**config.mk**
```make
export PLATFORM = sky130hd
export DESIGN_NAME = ssx_sweep_sync
export DESIGN_NICKNAME = d
export VERILOG_FILES = /design/src/hdl/ssx_pkg.sv /design/src/hdl/ssx_edge_detect.sv /design/src/hdl/ssx_sweep_sync.sv
export SDC_FILE = /design/constraint.sdc
export NUM_CORES = 1
export LEC_CHECK = 0
export BUFFER_PORTS_ARGS = -buffer_cell sky130_fd_sc_hd__buf_2
export CORE_ASPECT_RATIO = 1.75
export CORE_MARGIN = 1
export CORE_UTILIZATION = 58
export DETAILED_ROUTE_END_ITERATION = 6
export PLACE_DENSITY = 0.85
export SYNTH_ARGS = -nofsm -noshare
export SYNTH_HDL_FRONTEND = slang
export SYNTH_HIERARCHICAL = 1
export SYNTH_SLANG_ARGS = --single-unit
```
**constraint.sdc**
```tcl
create_clock -name mclk -period 17.6 [get_ports mclk]
set_input_delay 3.52 -clock mclk [delete_from_list [all_inputs] [get_ports mclk]]
set_output_delay 3.52 -clock mclk [all_outputs]
set_load 0.1 [all_outputs]
```
**src/hdl/ssx_pkg.sv**
```systemverilog
// Shared constants and types for the sweep sync and external control block
`default_nettype none
package ssx_pkg;

   // ***********************************************
   // Sweep progress and marker limits
   // ***********************************************
   localparam int PROG_W = 15; // Sweep time split into 32768 steps
   localparam logic [PROG_W-1:0] PROG_FIRST = 15'h0000;
   localparam logic [PROG_W-1:0] PROG_LAST = 15'h7FFF;
   localparam logic [PROG_W-1:0] MK_MIN_IDX = 15'h0010; // About 0.05 percent
   localparam logic [PROG_W-1:0] MK_MAX_IDX = 15'h7FF0; // About 99.95 percent

   // ***********************************************
   // Timing
   // ***********************************************
   localparam int CLK_PERIOD_PS = 20000;
   localparam int STEP_MIN_PS = 8330; // Finest marker step, 8.33 ns
   localparam int STEP_MIN_RAW = (STEP_MIN_PS + CLK_PERIOD_PS - 1) / CLK_PERIOD_PS;
   localparam int STEP_MIN_CYC = (STEP_MIN_RAW < 1) ? 1 : STEP_MIN_RAW;

   // ***********************************************
   // Modes and selections
   // ***********************************************
   typedef enum logic [1:0] {
      SSX_SYNC_REF_PHASE = 2'b00,
      SSX_SYNC_SWEEP_LEVEL = 2'b01,
      SSX_SYNC_LEVEL_MARKER = 2'b10,
      SSX_SYNC_X_DRIVE = 2'b11
   } ssx_sync_sel_e;

   typedef enum logic [1:0] {
      SSX_RUN_CONTINUOUS = 2'b00,
      SSX_RUN_SINGLE = 2'b01,
      SSX_RUN_GATED_SINGLE = 2'b10
   } ssx_run_mode_e;

   typedef enum logic [1:0] {
      SSX_SHAPE_LINEAR_SINGLE_DIRECTION = 2'b00,
      SSX_SHAPE_LINEAR_SHUTTLE = 2'b01,
      SSX_SHAPE_LOGARITHMIC_SINGLE_DIRECTION = 2'b10,
      SSX_SHAPE_LOGARITHMIC_SHUTTLE = 2'b11
   } ssx_shape_e;

   typedef enum logic [2:0] {
      SSX_WAVE_SINE = 3'h0,
      SSX_WAVE_SQUARE = 3'h1,
      SSX_WAVE_PULSE = 3'h2,
      SSX_WAVE_RAMP = 3'h3,
      SSX_WAVE_NOISE = 3'h4,
      SSX_WAVE_DC = 3'h5,
      SSX_WAVE_ARB = 3'h6
   } ssx_wave_e;

   typedef enum logic [2:0] {
      SSX_TYPE_FREQ = 3'h0,
      SSX_TYPE_PHASE = 3'h1,
      SSX_TYPE_AMPLITUDE = 3'h2,
      SSX_TYPE_OFFSET = 3'h3,
      SSX_TYPE_DUTY = 3'h4
   } ssx_type_e;

   localparam int TYPE_COUNT = 5;

   typedef enum logic [2:0] {
      SSX_ST_START_VALUE = 3'b000,
      SSX_ST_RUN_FWD = 3'b001,
      SSX_ST_RUN_RETURN = 3'b010,
      SSX_ST_HOLD = 3'b011,
      SSX_ST_COMPLETE = 3'b100
   } ssx_state_e;

   // External TTL control pins, as levels
   typedef struct packed {
      logic start;
      logic stop;
      logic hold;
   } ssx_ext_s;

   localparam int EXT_W = 3;

endpackage
`default_nettype wire

```
**src/hdl/ssx_edge_detect.sv**
```systemverilog
// Edge detector for the external control pins, gated by an enable
`default_nettype none
module ssx_edge_detect #(
   parameter int W = 3
) (
   input wire logic mclk,
   input wire logic rst_n,
   input wire logic enable,
   input wire logic [W-1:0] level,
   output logic [W-1:0] fall,
   output logic [W-1:0] rise
);

   logic [W-1:0] prev_q;

   // ***********************************************
   // Per-pin edge logic
   // ***********************************************
   // Previous level resets high so an idle-high pin gives no false edge
   always_ff @(posedge mclk) begin
      if (!rst_n) begin
         prev_q <= '1;
      end else begin
         prev_q <= level;
      end
   end

   for (genvar i = 0; i < W; i++) begin : g_pin
      // Edges are dropped while control is off, not queued
      assign fall[i] = enable & prev_q[i] & ~level[i];
      assign rise[i] = enable & ~prev_q[i] & level[i];
   end

endmodule
`default_nettype wire

```
**src/hdl/ssx_sweep_sync.sv**
```systemverilog
// Sweep sequencer with sync, marker and X-drive output and external control
`default_nettype none
// Overview of operation
// Sync output source is one of four selectable forms.
// Reference-phase form rises at each waveform cycle's reference phase.
// Sweep level form is high before a sweep, falls at sweep start.
// Marker form stays low from sweep start until the marker value is reached.
// Marker form does not change on the shuttle return leg.
// Marker low-time clamped to about 0.05 to 99.95 percent of sweep.
// Marker step is sweep time over 32768, never under 8.33 ns.
// X-drive code ramps 0 to full scale linearly with elapsed time.
// X-drive stays linear in time even for logarithmic sweeps.
// Stop below start reverses the X-drive slope.
// Copy commands move center to marker or marker to center.
// External control acts only while its single enable is on.
// External start falling edge restarts the sweep from its start.
// In triggered modes external start is ORed with the trigger.
// External stop falling edge halts sweep in start-value state.
// After a stop in triggered modes, next trigger restarts sweep.
// Hold falling edge freezes sweep, rising edge resumes it.
// Trigger during hold in triggered modes restarts from start.
// Frequency sweep refused for noise, pulse or DC.
// Phase sweep refused for noise or DC.
// Swept parameter uses sweep settings instead of its static value.
// Halted level and half-cycle stop apply only in gated mode.
// Single mode: one-way returns to start, shuttle waits complete.
// Start, stop and hold edges ignored while external control is off.
module ssx_sweep_sync #(
   parameter int VAL_W = 16,
   parameter int CNT_W = 24,
   parameter int XD_W = 12
) (
   input wire logic mclk,
   input wire logic rst_n,
   input wire ssx_pkg::ssx_sync_sel_e sync_output_select,
   input wire ssx_pkg::ssx_run_mode_e sweep_run_mode,
   input wire ssx_pkg::ssx_shape_e sweep_shape_function,
   input wire ssx_pkg::ssx_type_e sweep_type,
   input wire ssx_pkg::ssx_wave_e waveform,
   input wire logic sweep_enable,
   input wire logic external_control_enable,
   input wire ssx_pkg::ssx_ext_s ext_pins,
   input wire logic trig_in,
   input wire logic wave_phase_msb,
   input wire logic [CNT_W-1:0] step_cycles,
   input wire logic [VAL_W-1:0] start_value,
   input wire logic [VAL_W-1:0] stop_value,
   input wire logic marker_wr,
   input wire logic [VAL_W-1:0] marker_wdata,
   input wire logic center_wr,
   input wire logic [VAL_W-1:0] center_wdata,
   input wire logic copy_center_to_marker,
   input wire logic copy_marker_to_center,
   input wire logic halted_output_level,
   input wire logic halt_granularity,
   output logic sync_out,
   output logic [XD_W-1:0] xdrive_code,
   output logic [VAL_W-1:0] swept_value,
   output logic [VAL_W-1:0] marker_value,
   output logic [VAL_W-1:0] center_value,
   output ssx_pkg::ssx_state_e sweep_state,
   output logic sweep_conflict,
   output logic [ssx_pkg::TYPE_COUNT-1:0] param_override,
   output logic halted_level_active,
   output logic halt_half_cycle
);

   // ***********************************************
   // Elaboration checks
   // ***********************************************
   if (XD_W < 2 || XD_W > ssx_pkg::PROG_W || VAL_W < 2 || CNT_W < 2) begin : g_bad
      $error("ssx_sweep_sync: unsupported width parameter");
   end

   localparam logic [CNT_W-1:0] STEP_MIN = CNT_W'(ssx_pkg::STEP_MIN_CYC);
   localparam logic [CNT_W-1:0] CNT_ONE = CNT_W'(1);
   localparam logic [ssx_pkg::PROG_W-1:0] PROG_ONE = ssx_pkg::PROG_W'(1);

   // ***********************************************
   // Declarations
   // ***********************************************
   ssx_pkg::ssx_ext_s ext_fall;
   ssx_pkg::ssx_ext_s ext_rise;
   ssx_pkg::ssx_state_e state_q, state_d;
   logic [ssx_pkg::PROG_W-1:0] prog_q, prog_d;
   logic [CNT_W-1:0] step_cnt_q;
   logic [CNT_W-1:0] step_eff;
   logic step_tick;
   logic stopped_q;
   logic ret_leg_q;
   logic conflict;
   logic ok;
   logic triggered_mode;
   logic shuttle;
   logic descend;
   logic start_ev, stop_ev, hold_ev, resume_ev, cont_auto;
   logic running;
   logic signed [VAL_W:0] diff_s;
   logic signed [VAL_W+ssx_pkg::PROG_W+1:0] prod_s;
   logic signed [VAL_W+1:0] val_s;
   logic [VAL_W-1:0] lin_value;
   logic reached;
   logic marker_low;
   logic sync_d;
   logic [XD_W-1:0] xd_base;

   // ***********************************************
   // External pin edges
   // ***********************************************
   // Enable gates edges at the source, so a disabled pin never acts
   ssx_edge_detect #(
      .W(ssx_pkg::EXT_W)
   ) u_edges (
      .mclk(mclk),
      .rst_n(rst_n),
      .enable(external_control_enable),
      .level(ext_pins),
      .fall(ext_fall),
      .rise(ext_rise)
   );

   // ***********************************************
   // Mode decode and waveform restrictions
   // ***********************************************
   // Refused combinations keep the sweep parked and block triggers
   always_comb begin
      conflict = 1'b0;
      if (sweep_type == ssx_pkg::SSX_TYPE_FREQ) begin
         conflict = (waveform == ssx_pkg::SSX_WAVE_NOISE) ||
            (waveform == ssx_pkg::SSX_WAVE_PULSE) || (waveform == ssx_pkg::SSX_WAVE_DC);
      end else if (sweep_type == ssx_pkg::SSX_TYPE_PHASE) begin
         conflict = (waveform == ssx_pkg::SSX_WAVE_NOISE) ||
            (waveform == ssx_pkg::SSX_WAVE_DC);
      end
   end

   assign ok = sweep_enable & ~conflict;
   assign triggered_mode = (sweep_run_mode == ssx_pkg::SSX_RUN_SINGLE) ||
      (sweep_run_mode == ssx_pkg::SSX_RUN_GATED_SINGLE);
   assign shuttle = sweep_shape_function[0];
   assign descend = stop_value < start_value;
   assign running = (state_q == ssx_pkg::SSX_ST_RUN_FWD) ||
      (state_q == ssx_pkg::SSX_ST_RUN_RETURN);

   // Start from the pin, or from the trigger in triggered modes
   assign start_ev = ok & (ext_fall.start | (triggered_mode & trig_in));
   assign stop_ev = ext_fall.stop & (running | (state_q == ssx_pkg::SSX_ST_HOLD));
   assign hold_ev = ext_fall.hold & running;
   assign resume_ev = ext_rise.hold & (state_q == ssx_pkg::SSX_ST_HOLD);
   // Continuous sweep runs by itself unless stopped from outside
   assign cont_auto = ok & ~triggered_mode & ~stopped_q &
      (state_q == ssx_pkg::SSX_ST_START_VALUE);

   // ***********************************************
   // Step prescaler
   // ***********************************************
   // Step never finer than the minimum step time
   assign step_eff = (step_cycles < STEP_MIN) ? STEP_MIN : step_cycles;
   assign step_tick = running && (step_cnt_q >= step_eff - CNT_ONE);

   always_ff @(posedge mclk) begin
      if (!rst_n) begin
         step_cnt_q <= '0;
      end else if (!running || step_tick || start_ev) begin
         step_cnt_q <= '0;
      end else begin
         step_cnt_q <= step_cnt_q + CNT_ONE;
      end
   end

   // ***********************************************
   // Sweep sequencer
   // ***********************************************
   // Priority: refusal, start, stop, hold, resume, auto run, stepping
   always_comb begin
      state_d = state_q;
      prog_d = prog_q;
      if (!ok) begin
         state_d = ssx_pkg::SSX_ST_START_VALUE;
         prog_d = ssx_pkg::PROG_FIRST;
      end else if (start_ev) begin
         // Also restarts from hold or after a stop in triggered modes
         state_d = ssx_pkg::SSX_ST_RUN_FWD;
         prog_d = ssx_pkg::PROG_FIRST;
      end else if (stop_ev) begin
         state_d = ssx_pkg::SSX_ST_START_VALUE;
         prog_d = ssx_pkg::PROG_FIRST;
      end else if (hold_ev) begin
         state_d = ssx_pkg::SSX_ST_HOLD;
      end else if (resume_ev) begin
         // Direction of the frozen leg is kept in ret_leg_q, or taken as return at the last shuttle position
         state_d = (shuttle && prog_q == ssx_pkg::PROG_LAST) || ret_leg_q ?
            ssx_pkg::SSX_ST_RUN_RETURN : ssx_pkg::SSX_ST_RUN_FWD;
      end else if (cont_auto) begin
         state_d = ssx_pkg::SSX_ST_RUN_FWD;
         prog_d = ssx_pkg::PROG_FIRST;
      end else if (step_tick) begin
         case (state_q)
            ssx_pkg::SSX_ST_RUN_FWD: begin
               if (prog_q != ssx_pkg::PROG_LAST) begin
                  prog_d = prog_q + PROG_ONE;
               end else if (shuttle) begin
                  state_d = ssx_pkg::SSX_ST_RUN_RETURN;
               end else if (triggered_mode) begin
                  state_d = ssx_pkg::SSX_ST_START_VALUE;
                  prog_d = ssx_pkg::PROG_FIRST;
               end else begin
                  prog_d = ssx_pkg::PROG_FIRST;
               end
            end
            ssx_pkg::SSX_ST_RUN_RETURN: begin
               if (prog_q != ssx_pkg::PROG_FIRST) begin
                  prog_d = prog_q - PROG_ONE;
               end else if (triggered_mode) begin
                  state_d = ssx_pkg::SSX_ST_COMPLETE;
               end else begin
                  state_d = ssx_pkg::SSX_ST_RUN_FWD;
               end
            end
            default: begin
               state_d = state_q;
            end
         endcase
      end
   end

   // State and progress registers
   always_ff @(posedge mclk) begin
      if (!rst_n) begin
         state_q <= ssx_pkg::SSX_ST_START_VALUE;
         prog_q <= ssx_pkg::PROG_FIRST;
      end else begin
         state_q <= state_d;
         prog_q <= prog_d;
      end
   end

   // Leg held across a freeze so resume continues in the same direction
   always_ff @(posedge mclk) begin
      if (!rst_n) begin
         ret_leg_q <= 1'b0;
      end else if (running) begin
         ret_leg_q <= (state_q == ssx_pkg::SSX_ST_RUN_RETURN);
      end
   end

   // Remembers an outside stop so continuous sweep does not restart itself
   always_ff @(posedge mclk) begin
      if (!rst_n) begin
         stopped_q <= 1'b0;
      end else if (start_ev) begin
         stopped_q <= 1'b0;
      end else if (stop_ev) begin
         stopped_q <= 1'b1;
      end
   end

   // ***********************************************
   // Swept value and marker crossing
   // ***********************************************
   // Linear interpolation; log shaping happens downstream of this block
   assign diff_s = $signed({1'b0, stop_value}) - $signed({1'b0, start_value});
   assign prod_s = diff_s * $signed({1'b0, prog_q});
   assign val_s = $signed({2'b00, start_value}) +
      $signed(prod_s[VAL_W+ssx_pkg::PROG_W:ssx_pkg::PROG_W]);
   assign lin_value = val_s[VAL_W-1:0];
   assign reached = descend ? (lin_value <= marker_value) : (lin_value >= marker_value);

   // Low until the marker, clamped at both ends of the sweep
   assign marker_low = (prog_q < ssx_pkg::MK_MIN_IDX) ||
      (!reached && prog_q < ssx_pkg::MK_MAX_IDX);

   // ***********************************************
   // Sync output selection
   // ***********************************************
   always_comb begin
      sync_d = 1'b1;
      case (sync_output_select)
         ssx_pkg::SSX_SYNC_REF_PHASE: begin
            // Phase MSB falls at wrap, so the output rises there
            sync_d = ~wave_phase_msb;
         end
         ssx_pkg::SSX_SYNC_SWEEP_LEVEL: begin
            sync_d = ~(running || state_q == ssx_pkg::SSX_ST_HOLD);
         end
         ssx_pkg::SSX_SYNC_LEVEL_MARKER: begin
            if (state_q == ssx_pkg::SSX_ST_RUN_FWD) begin
               sync_d = ~marker_low;
            end else if (state_q == ssx_pkg::SSX_ST_RUN_RETURN ||
                         state_q == ssx_pkg::SSX_ST_HOLD) begin
               sync_d = sync_out;
            end else begin
               sync_d = 1'b1;
            end
         end
         ssx_pkg::SSX_SYNC_X_DRIVE: begin
            sync_d = 1'b0;
         end
         default: begin
            sync_d = 1'b1;
         end
      endcase
   end

   // Ramp follows elapsed time only, never the swept value
   always_comb begin
      if (!shuttle) begin
         xd_base = prog_q[ssx_pkg::PROG_W-1 -: XD_W];
      end else if (state_q == ssx_pkg::SSX_ST_RUN_RETURN || ret_leg_q &&
                   state_q == ssx_pkg::SSX_ST_HOLD || state_q == ssx_pkg::SSX_ST_COMPLETE) begin
         xd_base = {1'b1, ~prog_q[ssx_pkg::PROG_W-1 -: XD_W-1]};
      end else begin
         xd_base = {1'b0, prog_q[ssx_pkg::PROG_W-1 -: XD_W-1]};
      end
   end

   // Output registers for the sub-output pin
   always_ff @(posedge mclk) begin
      if (!rst_n) begin
         sync_out <= 1'b1;
         xdrive_code <= '0;
      end else begin
         sync_out <= sync_d;
         if (sync_output_select == ssx_pkg::SSX_SYNC_X_DRIVE) begin
            xdrive_code <= descend ? ~xd_base : xd_base;
         end else begin
            xdrive_code <= '0;
         end
      end
   end

   // ***********************************************
   // Marker and center settings
   // ***********************************************
   // Copy commands win over a direct write in the same cycle
   always_ff @(posedge mclk) begin
      if (!rst_n) begin
         marker_value <= '0;
      end else if (copy_center_to_marker) begin
         marker_value <= center_value;
      end else if (marker_wr) begin
         marker_value <= marker_wdata;
      end
   end

   always_ff @(posedge mclk) begin
      if (!rst_n) begin
         center_value <= '0;
      end else if (copy_marker_to_center) begin
         center_value <= marker_value;
      end else if (center_wr) begin
         center_value <= center_wdata;
      end
   end

   // ***********************************************
   // Status and parameter steering
   // ***********************************************
   always_ff @(posedge mclk) begin
      if (!rst_n) begin
         swept_value <= '0;
         sweep_state <= ssx_pkg::SSX_ST_START_VALUE;
         sweep_conflict <= 1'b0;
         param_override <= '0;
         halted_level_active <= 1'b0;
         halt_half_cycle <= 1'b0;
      end else begin
         swept_value <= lin_value;
         sweep_state <= state_d;
         sweep_conflict <= sweep_enable & conflict;
         // Static setting of the swept parameter is overridden
         param_override <= ok ? (ssx_pkg::TYPE_COUNT'(1) << sweep_type) : '0;
         halted_level_active <= ok & halted_output_level &
            (sweep_run_mode == ssx_pkg::SSX_RUN_GATED_SINGLE);
         halt_half_cycle <= ok & halt_granularity &
            (sweep_run_mode == ssx_pkg::SSX_RUN_GATED_SINGLE);
      end
   end

   // ***********************************************
   // Assertions
   // ***********************************************
   a_sweep_sync_fall: assert property (@(posedge mclk) disable iff (!rst_n)
      sync_output_select == ssx_pkg::SSX_SYNC_SWEEP_LEVEL && start_ev ##1
      sync_output_select == ssx_pkg::SSX_SYNC_SWEEP_LEVEL |=> !sync_out)
      else $error("sweep level did not fall at sweep start");

   a_marker_return_hold: assert property (@(posedge mclk) disable iff (!rst_n)
      sync_output_select == ssx_pkg::SSX_SYNC_LEVEL_MARKER &&
      state_q == ssx_pkg::SSX_ST_RUN_RETURN |=> sync_out == $past(sync_out))
      else $error("marker output changed on return leg");

   a_marker_min_low: assert property (@(posedge mclk) disable iff (!rst_n)
      sync_output_select == ssx_pkg::SSX_SYNC_LEVEL_MARKER &&
      state_q == ssx_pkg::SSX_ST_RUN_FWD && prog_q < ssx_pkg::MK_MIN_IDX |=> !sync_out)
      else $error("marker output high inside minimum low time");

   a_edges_gated_off: assert property (@(posedge mclk) disable iff (!rst_n)
      !external_control_enable |-> ext_fall == '0 && ext_rise == '0)
      else $error("external edge passed while control disabled");

   a_stop_to_start: assert property (@(posedge mclk) disable iff (!rst_n)
      ok && stop_ev && !start_ev |=>
      state_q == ssx_pkg::SSX_ST_START_VALUE && prog_q == ssx_pkg::PROG_FIRST)
      else $error("external stop did not return to start value");

   a_hold_freezes: assert property (@(posedge mclk) disable iff (!rst_n)
      ok && (hold_ev || state_q == ssx_pkg::SSX_ST_HOLD) && !start_ev && !stop_ev |=>
      prog_q == $past(prog_q) && (state_q == ssx_pkg::SSX_ST_HOLD || $past(resume_ev)))
      else $error("hold did not freeze progress");

   a_trig_in_hold: assert property (@(posedge mclk) disable iff (!rst_n)
      ok && triggered_mode && trig_in && state_q == ssx_pkg::SSX_ST_HOLD |=>
      state_q == ssx_pkg::SSX_ST_RUN_FWD && prog_q == ssx_pkg::PROG_FIRST)
      else $error("trigger during hold did not restart");

   a_freq_refused: assert property (@(posedge mclk) disable iff (!rst_n)
      sweep_type == ssx_pkg::SSX_TYPE_FREQ && waveform == ssx_pkg::SSX_WAVE_PULSE |=>
      state_q == ssx_pkg::SSX_ST_START_VALUE)
      else $error("frequency sweep ran on pulse waveform");

   a_copy_marker: assert property (@(posedge mclk) disable iff (!rst_n)
      copy_center_to_marker |=> marker_value == $past(center_value))
      else $error("center to marker copy failed");

endmodule
`default_nettype wire

```
# After elaboration in Yosys (flattened, before gate mapping)
# Cells that the tools add are included.
dict set report op_classes {
  addsub 6
  mul 1
  div 0
  order_cmp 7
  eq_ne 27
  shifts 1
  n_mux 33
  bitwise_logic 40
  reduce_logical 43
}
# op count
set ops {}
lappend ops {{$mux W15} 5}
lappend ops {{$mux W16} 4}
lappend ops {{$mux W12} 3}
lappend ops {{$mul A17 B16 Y31} 1}
lappend ops {{$pmux W15 S2} 1}
lappend ops {{$add A24 B1 Y24 const B} 1}
lappend ops {{$ge A24 B24 Y1} 1}
lappend ops {{$lt A24 B1 Y1 const B} 1}
lappend ops {{$mux W24} 1}
lappend ops {{$mux W3} 8}
lappend ops {{$sub A24 B1 Y24 const B} 1}
lappend ops {{$and A1 B1 Y1} 22}
lappend ops {{$sub A16 B16 Y17} 1}
lappend ops {{$add A16 B16 Y16} 1}
lappend ops {{$ge A16 B16 Y1} 1}
lappend ops {{$le A16 B16 Y1} 1}
lappend ops {{$lt A16 B16 Y1} 1}
lappend ops {{$add A15 B1 Y15 const B} 1}
lappend ops {{$eq A15 B15 Y1 const B} 1}
lappend ops {{$lt A15 B15 Y1 const B} 1}
lappend ops {{$lt A15 B5 Y1 const B} 1}
lappend ops {{$ne A15 B15 Y1 const B} 1}
lappend ops {{$ne A5 B5 Y1 const B} 3}
lappend ops {{$reduce_and A5 Y1} 3}
lappend ops {{37 further kinds} 93}
dict set report word_totals {
  regBits 116
  latchBits 0
  ramBits 0
  mem_bits_ro 0
  inputBits 115
  out_inout_bits 72
  elab_cells 175
  memories 0
}

# Logic depth before layout (Yosys ltp)
# Gate-level depths: netlist (run 1).
dict set report logic_depth {
  depth_word 14
  mapped_depth 49
  ltp_nobuf 49
}

# Cells and area by module
# The synthesis (run 1) kept the hierarchy.
# mod n_inst cells_each area_per_inst_um2 seq_area_each_um2
set modules_own_cells {}
lappend modules_own_cells {ssx_sweep_sync 1 2050 17406.7 2262.2}
lappend modules_own_cells {ssx_edge_detect 1 12 131.4 60.1}

# Worst setup path before layout (run 1)
# No wires, ideal clock.
dict set report synth_path {
  path_kind {in2reg}
  from {input port stop_value[0]}
  to {register sync_out}
  setup_time_ps 136
  arrival_time_ps 13073
  required_ps 17464
  slack_ps 4391
  path_stages 46
  cell_sequence {inv_1 ha_1 fa_1 nor2b_1 o2111ai_1 nand2_1 o21a_1 o21ai_0 nand2b_1 xor2_1 clkbuf_1 nand2_1 fa_1 fa_1 inv_1 fa_1 inv_1 fa_1 (+10 left out) o21a_1 nor2_1 xnor2_1 ha_1 a21o_1 a21oi_1 a31oi_1 a31oi_1 xnor2_2 xnor2_1 ha_1 nand4_1 nor2_1 nand2_1 a211o_1 a2111o_1 o211ai_1 a211oi_1}
}
dict set report synth_between {
  elab_chain_cells 11
}
# item line
set synth_rtl {}
lappend synth_rtl {{start: declaration} ssx_sweep_sync.sv:47} ;# input wire logic [VAL_W-1:0] stop_value,
lappend synth_rtl {{$sub A16 B16 Y17 *} ssx_sweep_sync.sv:262} ;# assign diff_s = $signed({1'b0, stop_value}) - $signed({1'b0, start_value});
lappend synth_rtl {{$mul A17 B16 Y31 *} ssx_sweep_sync.sv:263} ;# assign prod_s = diff_s * $signed({1'b0, prog_q});
lappend synth_rtl {{$add A16 B16 Y16 *} ssx_sweep_sync.sv:264} ;# assign val_s = $signed({2'b00, start_value}) +
lappend synth_rtl {{net val_s[15]} ssx_sweep_sync.sv:100} ;# logic signed [VAL_W+1:0] val_s;
lappend synth_rtl {{$ge A16 B16 Y1 / $le A16 B16 Y1 (equally long branches)} ssx_sweep_sync.sv:267} ;# assign reached = descend ? (lin_value <= marker_value) : (lin_value >= marker_value);
lappend synth_rtl {{$mux W1 *} ssx_sweep_sync.sv:267}
lappend synth_rtl {{$logic_not A1 Y1 *} ssx_sweep_sync.sv:271} ;# (!reached && prog_q < ssx_pkg::MK_MAX_IDX);
lappend synth_rtl {{$logic_and A1 B1 Y1 *} ssx_sweep_sync.sv:271}
lappend synth_rtl {{$logic_or A1 B1 Y1 *} ssx_sweep_sync.sv:270} ;# assign marker_low = (prog_q < ssx_pkg::MK_MIN_IDX) ||
lappend synth_rtl {{$not A1 Y1 *} ssx_sweep_sync.sv:288} ;# sync_d = ~marker_low;
lappend synth_rtl {{$mux W1 *} ssx_sweep_sync.sv:287} ;# if (state_q == ssx_pkg::SSX_ST_RUN_FWD) begin
lappend synth_rtl {{$pmux W1 S4 *} ssx_sweep_sync.sv:278} ;# case (sync_output_select)
lappend synth_rtl {{end signal: assignment} ssx_sweep_sync.sv:323} ;# sync_out <= sync_d;
lappend synth_rtl {{end: declaration} ssx_sweep_sync.sv:56} ;# output logic sync_out,
# The timed path passes the listed nets; every way through them passes the cells marked *.
# A chain may end at the register's enable or synchronous reset.

# Worst setup path in the final report (run 1)
dict set report layout_path {
  from {input port start_value[0]}
  to {register sync_out}
}
dict set report layout_between {
  elab_chain_cells 11
}
# item line
set layout_rtl {}
lappend layout_rtl {{start: declaration} ssx_sweep_sync.sv:46} ;# input wire logic [VAL_W-1:0] start_value,
lappend layout_rtl {{$sub A16 B16 Y17} ssx_sweep_sync.sv:262}
lappend layout_rtl {{$mul A17 B16 Y31} ssx_sweep_sync.sv:263}
lappend layout_rtl {{$add A16 B16 Y16 *} ssx_sweep_sync.sv:264}
lappend layout_rtl {{net val_s[15]} ssx_sweep_sync.sv:100}
lappend layout_rtl {{$ge A16 B16 Y1 / $le A16 B16 Y1 (equally long branches)} ssx_sweep_sync.sv:267}
lappend layout_rtl {{$mux W1 *} ssx_sweep_sync.sv:267}
lappend layout_rtl {{$logic_not A1 Y1 *} ssx_sweep_sync.sv:271}
lappend layout_rtl {{$logic_and A1 B1 Y1 *} ssx_sweep_sync.sv:271}
lappend layout_rtl {{$logic_or A1 B1 Y1 *} ssx_sweep_sync.sv:270}
lappend layout_rtl {{$not A1 Y1 *} ssx_sweep_sync.sv:288}
lappend layout_rtl {{$mux W1 *} ssx_sweep_sync.sv:287}
lappend layout_rtl {{$pmux W1 S4 *} ssx_sweep_sync.sv:278}
# Marked as above.

==> results of run 1 <==
-- through the flow --
stage	cells	utilization [%]	hold slack (ps)	cell area (sq um)
3_5_place_dp	2559	63.6	457	18800
4_1_cts	2591	65.6	478	19400
5_1_grt	2596	65.7	519	19400
6_report	2597	65.7	482	19400
2_1_floorplan	2060	-	437	17500
3_3_place_gp	2559	63.6	454	18800
-- path summary, 6_finish.rpt --
path | depth (start not counted) | to | slack (ps) | start
max | 44 | sync_out | 3320 | start_value[0]
min reg2reg | 2 | stopped_q | 480 | stopped_q
min | 2 | stopped_q | 480 | stopped_q
max reg2reg | 34 | sync_out | 7500 | prog_q[2]
-- layer usage --
layer	up-vias	global-route usage, %	wire length [um]
li1	6881	-	-
met5	-	0	14
met1	7451	31.8	15900
met3	279	4.63	3010
met2	746	59.8	25500
met4	2	26.0	3970
-- registers in the layout (all words and copies together), names as in the netlist, 3 cells and up --
| signal | count |
|---|---|
| center_value | 16 |
| marker_value | 16 |
| param_override | 5 |
| prog_q | 15 |
| step_cnt_q | 24 |
| sweep_state | 3 |
| swept_value | 16 |
| u_edges/prev_q | 3 |
| xdrive_code | 12 |
-- cell usage in the layout, fill, tap and decap left out, types with 13 or more instances in the layout --
| master | n |
|---|---|
| a211oi_1 | 35 |
| a21o_1 | 27 |
| a21oi_1 | 71 |
| and2_1 | 109 |
| buf_2 | 185 |
| buf_4 | 26 |
| clkbuf_16 | 17 |
| dfxtp_1 | 116 |
| fa_1 | 248 |
| ha_1 | 153 |
| inv_1 | 347 |
| mux2i_1 | 33 |
| nand2_1 | 201 |
| nand2b_1 | 26 |
| nand3_1 | 28 |
| nand4_1 | 25 |
| nor2_1 | 123 |
| nor2b_1 | 46 |
| nor3_1 | 43 |
| nor3b_1 | 13 |
| o21a_1 | 13 |
| o21ai_0 | 43 |
| xnor2_1 | 64 |
| xor2_1 | 47 |
-- cell type report --
class | count | area, sq um | share of cell area (%)
antenna | 6 | 15.0 | 0.0775
clock buffer | 17 | 425 | 2.20
clock inverter | 15 | 171 | 0.885
inverter | 348 | 1310 | 6.74
multi-input combinational | 1502 | 13500 | 69.9
sequential | 116 | 2320 | 12.0
tap | 382 | 478 | 2.47
timing repair buffer | 211 | 1120 | 5.79
-- critical path, delay by kind of cell --
family | cells | cell delay [ps]
AOI/OAI and AO/OA | 15 | 3770
xor gates and xnor gates | 3 | 440
adders and majority gates | 11 | 4810
and+or+nand+nor | 9 | 1410
buffers and inverters | 6 | 630
-- report_power, final --
group	total [mW]	switching, mW	internal, mW
clock	0.354	0.142	0.212
combinational	0.263	0.193	0.0705
sequential	0.279	0.00664	0.272
==> metrics.md, run 1 <==
| Metric | Value |
|---|---|
| Max cap viols | 0 |
| Relative slew slack | ~20% |
| Total GRT Usage | 32.4% |
| DP HPWL | approximately 38000 um |
| Outcome | finished, violations left |
| CP Max Fanout | 14 |
| Die width | ~130 um |
| DRC errors left | 1 |
| CTS H-tree lvls | 4 |
| Sink Count | ~120 |
| F_max | between 0.07 and 0.08 GHz |
| Max Transition Viols Final | 0 |
| Vias post-DR | 15400 |
| Starting DRT DRC Count | approximately 900 |
| # setup viols final | 0 |
| Vias per cell | about 6 |
| Inserted Clock Buffers | 17 |
| Total power per unit cell area | about 46 nW/um^2 |
| Initial Util | around three fifths |
| Skew final | 7.83 ps |
| GRT overflow | 0 |
| Setup WS post-layout | 3320 ps |
| Nets | around 2700 |
| Worst-Margin Slew | between 1000 and 1500 ps |
| DIE AREA | around 31000 sq um |
| Worst setup SP type | primary input |
| CTS Hold Bufs | 0 |
| Critical path class | in -> reg |
| Final hold vios | 0 |
| Final setup TNS | 0 ps |
| Cts repair resizes | 0 |
| # rows | 83 |
| # fillers | 2348 |
| Syn-to-layout area delta | 10.5% |
| Synth Instances | 2060 |
| Die Y-Extent | around 230 um |
| ANT nets after route | 0 |
| CTS max path bufs | 2 |
| Core area | 29500 sq um |
| I/O pin count | ~190 |
| Mean Syn Cell Area | 8.51 sq um |
| Ys Warns | 6 |
| Cell mode on critical path | fa_1 |
| Arrival time worst endpoint | ~15000 ps |
| CTS tree | done |
| Wire per inst | ~19 um |
| Maximum VDD drop | between 70 and 80 uV |
| Mapped Area | approximately 18000 sq um |
| Placer congestion estimate | slightly below 1 |
| CP max-delay cell | a311oi_1 |
| RSZ-0062 raised after global routing | false |
| Antenna violations before repair | 6 |
| Type of the worst min-delay path | reg -> reg |
| Clk_lat worst skew | roughly 440 ps |
| Fraction of layout cells with a size suffix above 1 | 12.1% |
| Lkg Pwr | slightly below 10 nW |
| Crit. End Element | flip-flop |
| Clock transition at path regs | around 60 ps |
| Final period utilization | about four fifths |
| Syn_nets | about 2600 |
| # Post-CTS Setup Buffers | 0 |
| Number of port buffers | between 150 and 200 |
| Routed Wire Length | 48400 um |
| Via count of the first global-routing pass | about 16000 |
| Total power | approximately 0.90 mW |
| Minimum clock period | 14280 ps |
| Dpl ws | 3020 ps |
| Drt first pass iters | 7 |
| Critical Path RT | 17900 ps |
| Failing checks | DRC |
| Root buf cell | clkbuf_16 |
| Largest net degree at the start of global routing | 37 |
| Critical Path Max Stage Delay | between 500 and 600 ps |
| Global-route wire length before repair | approximately 78000 um |
(Power assumes the default switching activity.)
==> run 2: changes to the inputs <==
--- a/config.mk
+++ b/config.mk
@@ -5,10 +5,11 @@
 export SDC_FILE = /design/constraint.sdc
 export NUM_CORES = 1
 export LEC_CHECK = 0
+export ABC_AREA = 1
 export BUFFER_PORTS_ARGS = -buffer_cell sky130_fd_sc_hd__buf_2
 export CORE_ASPECT_RATIO = 1.75
 export CORE_MARGIN = 1
-export CORE_UTILIZATION = 58
+export CORE_UTILIZATION = 56
 export DETAILED_ROUTE_END_ITERATION = 6
 export PLACE_DENSITY = 0.85
 export SYNTH_ARGS = -nofsm -noshare
==> constraint.sdc (replaced) <==
create_clock -name mclk -period 12.4 [get_ports mclk]
set_input_delay 2.48 -clock mclk [delete_from_list [all_inputs] [get_ports mclk]]
set_output_delay 2.48 -clock mclk [all_outputs]
set_load 0.1 [all_outputs]
==> run 2 against run 1 <==
Compared with the run above:
- the run now ends clean
- sequential share of layout area shrank 0.82 points
- count of clock-buffer cells in the layout unchanged
- combinational power rose to 2.7 times the previous value
- non-clock buffer count increased by 105
- clock power increased by 40%
- power rose by 79%
- synthesized cell count up 17%
- routed wire length increased by 17%
- sequential power up 47%
- final cell count rose by 19%
- critical endpoint unchanged
==> metrics.md, run 2 <==
| Metric | Value |
|---|---|
| Setup WS post-layout | 520 ps (was 3320 ps) |
| Skew final | 8.93 ps (was 7.83 ps) |
| RR Startpoint | prog_q[2] (unchanged) |
| Ys Warns | 6 (unchanged) |
| Hold depth | 2 (unchanged) |
| Worst-Margin Slew | 1210 ps (was 1190 ps) |
| Die width | 137 um (was 133 um) |
| Lkg Pwr | 10.8 nW (was 9.63 nW) |
| Relative slew slack | 18.8% (was 20.3%) |
| CTS H-tree lvls | 4 (unchanged) |
| DP HPWL | 45200 um (was 38300 um) |
| Outcome | completed (was finished, violations left) |
| Internal Power | 0.911 mW (was 0.555 mW) |
| Clk_lat worst skew | 430 ps (was 440 ps) |
| Vias per cell | 5.64 (was 5.91) |
| Critical Path Max Stage Delay | 560 ps (was 570 ps) |
| Sink Count | 116 (unchanged) |
| Crit. End Element | flip-flop (unchanged) |
| Psw | 0.694 mW (was 0.342 mW) |
| Synth Instances | 2415 (was 2060) |
| Worst Hold Path EP | stopped_q (unchanged) |
| R2r endpoint | sync_out (unchanged) |
| Max Transition Viols Final | 0 (unchanged) |
| Most common cell after layout, fill and taps aside | inv_1 (unchanged) |
| ANT nets after route | 0 (unchanged) |
| Wire per inst | 18.2 um (was 18.6 um) |
| Final Cell Area | 20800 sq um (was 19400 sq um) |
| Inserted Clock Buffers | 17 (unchanged) |
| Max cap viols | 0 (unchanged) |
| Dpl ws | -48.7 ps (was 3020 ps) |
| Maximum VDD drop | 99.5 uV (was 70.5 uV) |
| Critical Path RT | 12730 ps (was 17900 ps) |
| Max FFs per register | 24 (unchanged) |
| Nets | 3197 (was 2712) |
| Worst hold start | stopped_q (unchanged) |
| CTS max path bufs | 2 (unchanged) |
| CP max-delay cell | fa_1 (was a311oi_1) |
| Final setup TNS | 0 ps (unchanged) |
| Routed Wire Length | 56500 um (was 48400 um) |
| Clock transition at path regs | 60 ps (about the same) |
| Non-Filler Instances | 3098 (was 2597) |
| Largest net degree at the start of global routing | 43 (was 37) |
| Starting DRT DRC Count | 1138 (was 894) |
| Total GRT Usage | 36.2% (was 32.4%) |
| Final hold vios | 0 (unchanged) |
| F_max | ~0.084 GHz |
| # setup viols final | 0 (unchanged) |
| Worst setup SP type | primary input (unchanged) |
| R2R Setup Slk | 2770 ps (was 7500 ps) |
| Arrival time worst endpoint | 12210 ps (was 14580 ps) |
| Placer congestion estimate | 0.966 (was 0.974) |
| Fraction of layout cells with a size suffix above 1 | 16.4% (was 12.1%) |
| Die Y-Extent | 238 um (was 232 um) |
| Core area | 31400 sq um (was 29500 sq um) |
| Final period utilization | about 96% |
| Initial Util | 56.8% (was 59.4%) |
| Antenna violations before repair | 8 (was 6) |
| Share of power burned in registers | 25.5% (was 31.1%) |
| # fillers | 2692 (was 2348) |
| Syn_nets | 2931 (was 2576) |
| Switch share | 43.3% (was 38.1%) |
| DRC errors left | 0 (was 1) |
| Syn-to-layout area delta | 16.5% (was 10.5%) |
| Vias post-DR | 17500 (was 15400) |
| Type of the worst min-delay path | reg -> reg (unchanged) |
| Most frequent cells in the layout | 486 x inv_1, 415 x nand2_1, 298 x nor2_1 (was 347 x inv_1, 248 x fa_1, 201 x nand2_1) |
| Cells on worst reg2reg path | 44 (was 34) |
| Cell mode on critical path | nand2_1 (was fa_1) |
| GRT overflow | 0 (unchanged) |
| Cells after DPL | 3058 (was 2559) |
| Total power per unit cell area | 77.2 nW/um^2 (was 46.3 nW/um^2) |
| Drt first pass iters | 6 (was 7) |
| Post-place instance area | 20000 sq um (was 18800 sq um) |
| Reg with most FFs | step_cnt_q (unchanged) |
| Critical path class | in -> reg (unchanged) |
| Minimum clock period | around 12000 ps |
| I/O pin count | 187 (unchanged) |
| Root buf cell | clkbuf_16 (unchanged) |
| Number of port buffers | 185 (unchanged) |
| Combinational power share | 43.7% (was 29.4%) |
| CTS Hold Bufs | 0 (unchanged) |
| CTS tree | done (unchanged) |
| Mean Syn Cell Area | 7.39 sq um (was 8.51 sq um) |
| CP Max Fanout | 5 (was 14) |
| Via count of the first global-routing pass | 18100 (was 16300) |
| # rows | 86 (was 83) |
| Clock power frac | 30.8% (was 39.5%) |
| DIE AREA | 32600 sq um (was 30900 sq um) |
| Global-route wire length before repair | 88900 um (was 78300 um) |
| Mapped Area | 17900 sq um (was 17500 sq um) |
| Min Hold Slack | 464 ps (was 482 ps) |
[run 2: repair_timing]
action | 4_1_cts | 5_1_grt
resized for setup | 0 | 45
buffers inserted | 0 | 0
endpoints found under the setup margin | 0 | 1
[run 2: metrics by stage]
stage | total power [mW] | util [%]
after floorplan | 0.845 | -
final | 1.61 | 66.2
after detailed placement | 1.09 | 63.7
after global placement | 1.07 | 63.7
after global routing | 1.68 | 66.2
after CTS | 1.58 | 65.5
[run 2: how the worst max path moves through the flow]
stage	start	end	slack (ps)	cells after the start
5_1_grt	start_value[8]	sync_out	-120	58
6_report	start_value[8]	sync_out	520	58
3_3_place_gp	start_value[0]	sync_out	60	65
3_5_place_dp	start_value[0]	sync_out	-50	66
4_1_cts	start_value[0]	sync_out	380	61
2_1_floorplan	stop_value[0]	sync_out	1240	64
[run 2: final cells by class]
cell class              instances  area, sq um  share of cell area, %
multi-input cells            1714        13500                   64.8
well taps                     396          495                   2.38
diodes                          8         20.0                 0.0963
repair buffers                316         1950                   9.38
inverters                     516         1940                   9.35
clock inverters                15          156                  0.752
clock buffers                  17          425                   2.05
flip-flops and latches        116         2320                   11.2
[run 2: worst max-delay path: cells and delay by family]
kind | cells | cell delay, ps
xor gates and xnor gates | 2 | 420
AOI/OAI and AO/OA | 8 | 1180
and+or+nand+nor | 28 | 2910
adders and majority gates | 10 | 4310
buffers and inverters | 10 | 890
[run 2: metal layers]
metal / track usage [%] / wire, um / share of wire (%)
met1: 35.1 / 18100 / 32
met2: 62.5 / 28900 / 51
met3: 8.71 / 3990 / 7.1
met4: 32.1 / 5510 / 9.8
met5: 0 / 9 / 0.016
[run 2: power by group through the flow]
| stage | clock network, mW | logic [mW] | registers (mW) |
|---|---|---|---|
| after CTS | 0.497 | 0.678 | 0.408 |
| final | 0.494 | 0.702 | 0.409 |
| after global routing | 0.515 | 0.755 | 0.410 |
| after floorplan | 0 | 0.292 | 0.553 |
| after detailed placement | 0 | 0.673 | 0.416 |
| after global placement | 0 | 0.658 | 0.416 |
==> run 3: changes to the inputs <==
--- a/config.mk
+++ b/config.mk
@@ -12,7 +12,9 @@
 export CORE_UTILIZATION = 56
 export DETAILED_ROUTE_END_ITERATION = 6
 export PLACE_DENSITY = 0.85
+export RECOVER_POWER = 25
 export SYNTH_ARGS = -nofsm -noshare
 export SYNTH_HDL_FRONTEND = slang
 export SYNTH_HIERARCHICAL = 1
 export SYNTH_SLANG_ARGS = --single-unit
+export TNS_END_PERCENT = 10
==> run 3 against run 2 <==
Compared with the run above:
- the flow now finishes with violations (capacitance limit, slew limit)
- maximum frequency up 0.23%
- sequential power hardly changed
- hold slack gained 0.54 ps
- global-route usage is the same
- design area is 0.21% lower
- clock skew about the same
- final cell count unchanged
- combinational power about the same
- critical endpoint unchanged
- highest routed layer unchanged
==> metrics.md, run 3 (synthesis results as in run 2) <==
| Metric | Value |
|---|---|
| Outcome | finished, violations left (was completed) |
| Failing checks | capacitance limit, slew limit |
| Minimum clock period | 11850 ps (was 11880 ps) |
| Inserted Clock Buffers | 17 (unchanged) |
| CP Max Fanout | 5 (unchanged) |
| # setup viols final | 0 (unchanged) |
| Routed Wire Length | 56400 um (was 56500 um) |
| Hold depth | 2 (unchanged) |
| Max Transition Viols Final | 43 (was 0) |
| Critical Path RT | 12730 ps (about the same) |
| ANT nets after route | 0 (unchanged) |
| Worst-Margin Slew | 1810 ps (was 1210 ps) |
| Fraction of layout cells with a size suffix above 1 | 15.1% (was 16.4%) |
| Final setup TNS | 0 ps (unchanged) |
| Largest net degree at the start of global routing | 43 (unchanged) |
| Post-layout util | 66.0% (was 66.2%) |
| Clk_lat worst skew | 430 ps (about the same) |
| Critical Path Max Stage Delay | 560 ps (about the same) |
| Drt first pass iters | 6 (unchanged) |
| Critical path class | in -> reg (unchanged) |
| Cells on worst reg2reg path | 44 (unchanged) |
| Top Family by Delay on Critical Path | adder cells (unchanged) |
| CP max-delay cell | fa_1 (unchanged) |
| Max cap viols | 1 (was 0) |
| Arrival time worst endpoint | 12180 ps (was 12210 ps) |
| Vias post-DR | 17400 (was 17500) |
| Final Cell Area | 20700 sq um (was 20800 sq um) |
| Final hold vios | 0 (unchanged) |
| DIE AREA | 32600 sq um (unchanged) |
| Starting DRT DRC Count | 1207 (was 1138) |
| Root buf cell | clkbuf_16 (unchanged) |
| Vias per cell | 5.63 (was 5.64) |
| Placer congestion estimate | 0.966 (unchanged) |
| Core area | 31400 sq um (unchanged) |
| Antenna violations before repair | 8 (unchanged) |
| Syn-to-layout area delta | 16.2% (was 16.5%) |
| DP HPWL | 45200 um (unchanged) |
| Reg with most FFs | step_cnt_q (unchanged) |
| Wire per inst | 18.2 um (about the same) |
| Cell mode on critical path | nand2_1 (unchanged) |
| Die Y-Extent | 238 um (unchanged) |
| Max FFs per register | 24 (unchanged) |
| F_max | 0.0844 GHz (was 0.0842 GHz) |
| Clock transition at path regs | 60 ps (about the same) |
| GRT overflow | 0 (unchanged) |
| Skew final | 8.86 ps (was 8.93 ps) |
| Buf/Inv on CP | 10 (unchanged) |
| Maximum VDD drop | 99.1 uV (was 99.5 uV) |
| Most frequent cells in the layout | 486 x inv_1, 415 x nand2_1, 298 x nor2_1 (unchanged) |
| Type of the worst min-delay path | reg -> reg (unchanged) |
| Nets | 3197 (unchanged) |
| Die width | 137 um (unchanged) |
| Relative slew slack | -21.0% (was 18.8%) |
| # fillers | 2710 (was 2692) |
| CTS tree | done (unchanged) |
| CTS H-tree lvls | 4 (unchanged) |
| Crit. End Element | flip-flop (unchanged) |
| Levels on crit path | 58 (unchanged) |
| Number of port buffers | 185 (unchanged) |
| Most common cell after layout, fill and taps aside | inv_1 (unchanged) |
| Final period utilization | 95.6% (was 95.8%) |
| Global-route wire length before repair | 88900 um (unchanged) |
| Initial Util | 56.8% (unchanged) |
| Total GRT Usage | 36.2% (unchanged) |
| Via count of the first global-routing pass | 18100 (unchanged) |
| Post-place instance area | 20000 sq um (unchanged) |
| Worst setup SP type | primary input (unchanged) |
| I/O pin count | 187 (unchanged) |
| Total power per unit cell area | 77.2 nW/um^2 (about the same) |
| CTS max path bufs | 2 (unchanged) |
| Lkg Pwr | 10.6 nW (was 10.8 nW) |
| CTS Hold Bufs | 0 (unchanged) |
| DRC errors left | 0 (unchanged) |
| Sink Count | 116 (unchanged) |
| # rows | 86 (unchanged) |
==> run 3: timing repair <==
item,in CTS,in global routing
buffers inserted,0,0
gates resized for setup,0,45
endpoints found under the setup margin,0,1
==> run 3: cell type report <==
| type | instances | area [sq um] | area share [%] |
|---|---|---|---|
| diodes | 8 | 20.0 | 0.0965 |
| clock buffers | 17 | 425 | 2.05 |
| clock inverters | 15 | 156 | 0.754 |
| inverters | 516 | 1940 | 9.37 |
| multi-input cells | 1714 | 13500 | 65.0 |
| flip-flops and latches | 116 | 2320 | 11.2 |
| well taps | 396 | 495 | 2.39 |
| repair buffers | 316 | 1910 | 9.19 |
==> run 3: through the flow <==
step | hold WS [ps] | setup WS, ps | total power, mW | std cells
floorplan | 423 | 1240 | 0.845 | 2415
global placement | 437 | 56.1 | 1.07 | 3058
detailed placement | 460 | -48.7 | 1.09 | 3058
CTS | 468 | 381 | 1.58 | 3090
global route | 502 | -117 | 1.68 | 3097
finish | 465 | 547 | 1.60 | 3098
==> run 3: worst register-to-register path, delay by kind of cell, from the launching register on <==
family                     cells  cell delay, ps
AOI/OAI and AO/OA              6            1060
and+or+nand+nor               19            1640
DFF                            1             820
buffers and inverters          8            1310
xor gates and xnor gates       2             420
adders and majority gates      9            4230
==> run 3: power by group <==
part	internal [mW]	switching, mW	total, mW	leakage, nW
Combinational	0.218	0.480	0.699	9.40
Sequential	0.394	0.0152	0.409	0.950
Clock	0.296	0.197	0.493	0.283
Total	0.908	0.693	1.60	10.6
==> run 3: worst paths after layout <==
| check | slack, ps | to | start |
|---|---|---|---|
| worst min register to register | 460 | stopped_q | stopped_q |
| worst max-delay path | 550 | sync_out | start_value[8] |
| worst min-delay path | 460 | stopped_q | stopped_q |
| worst max register to register | 2820 | sync_out | prog_q[2] |
==> run 3: routing by layer <==
| metal | track usage (%) | routed length (um) |
|---|---|---|
| met3 | 8.71 | 4070 |
| met4 | 32.1 | 5470 |
| met5 | 0 | 13 |
| met1 | 35.1 | 17900 |
| met2 | 62.5 | 28900 |
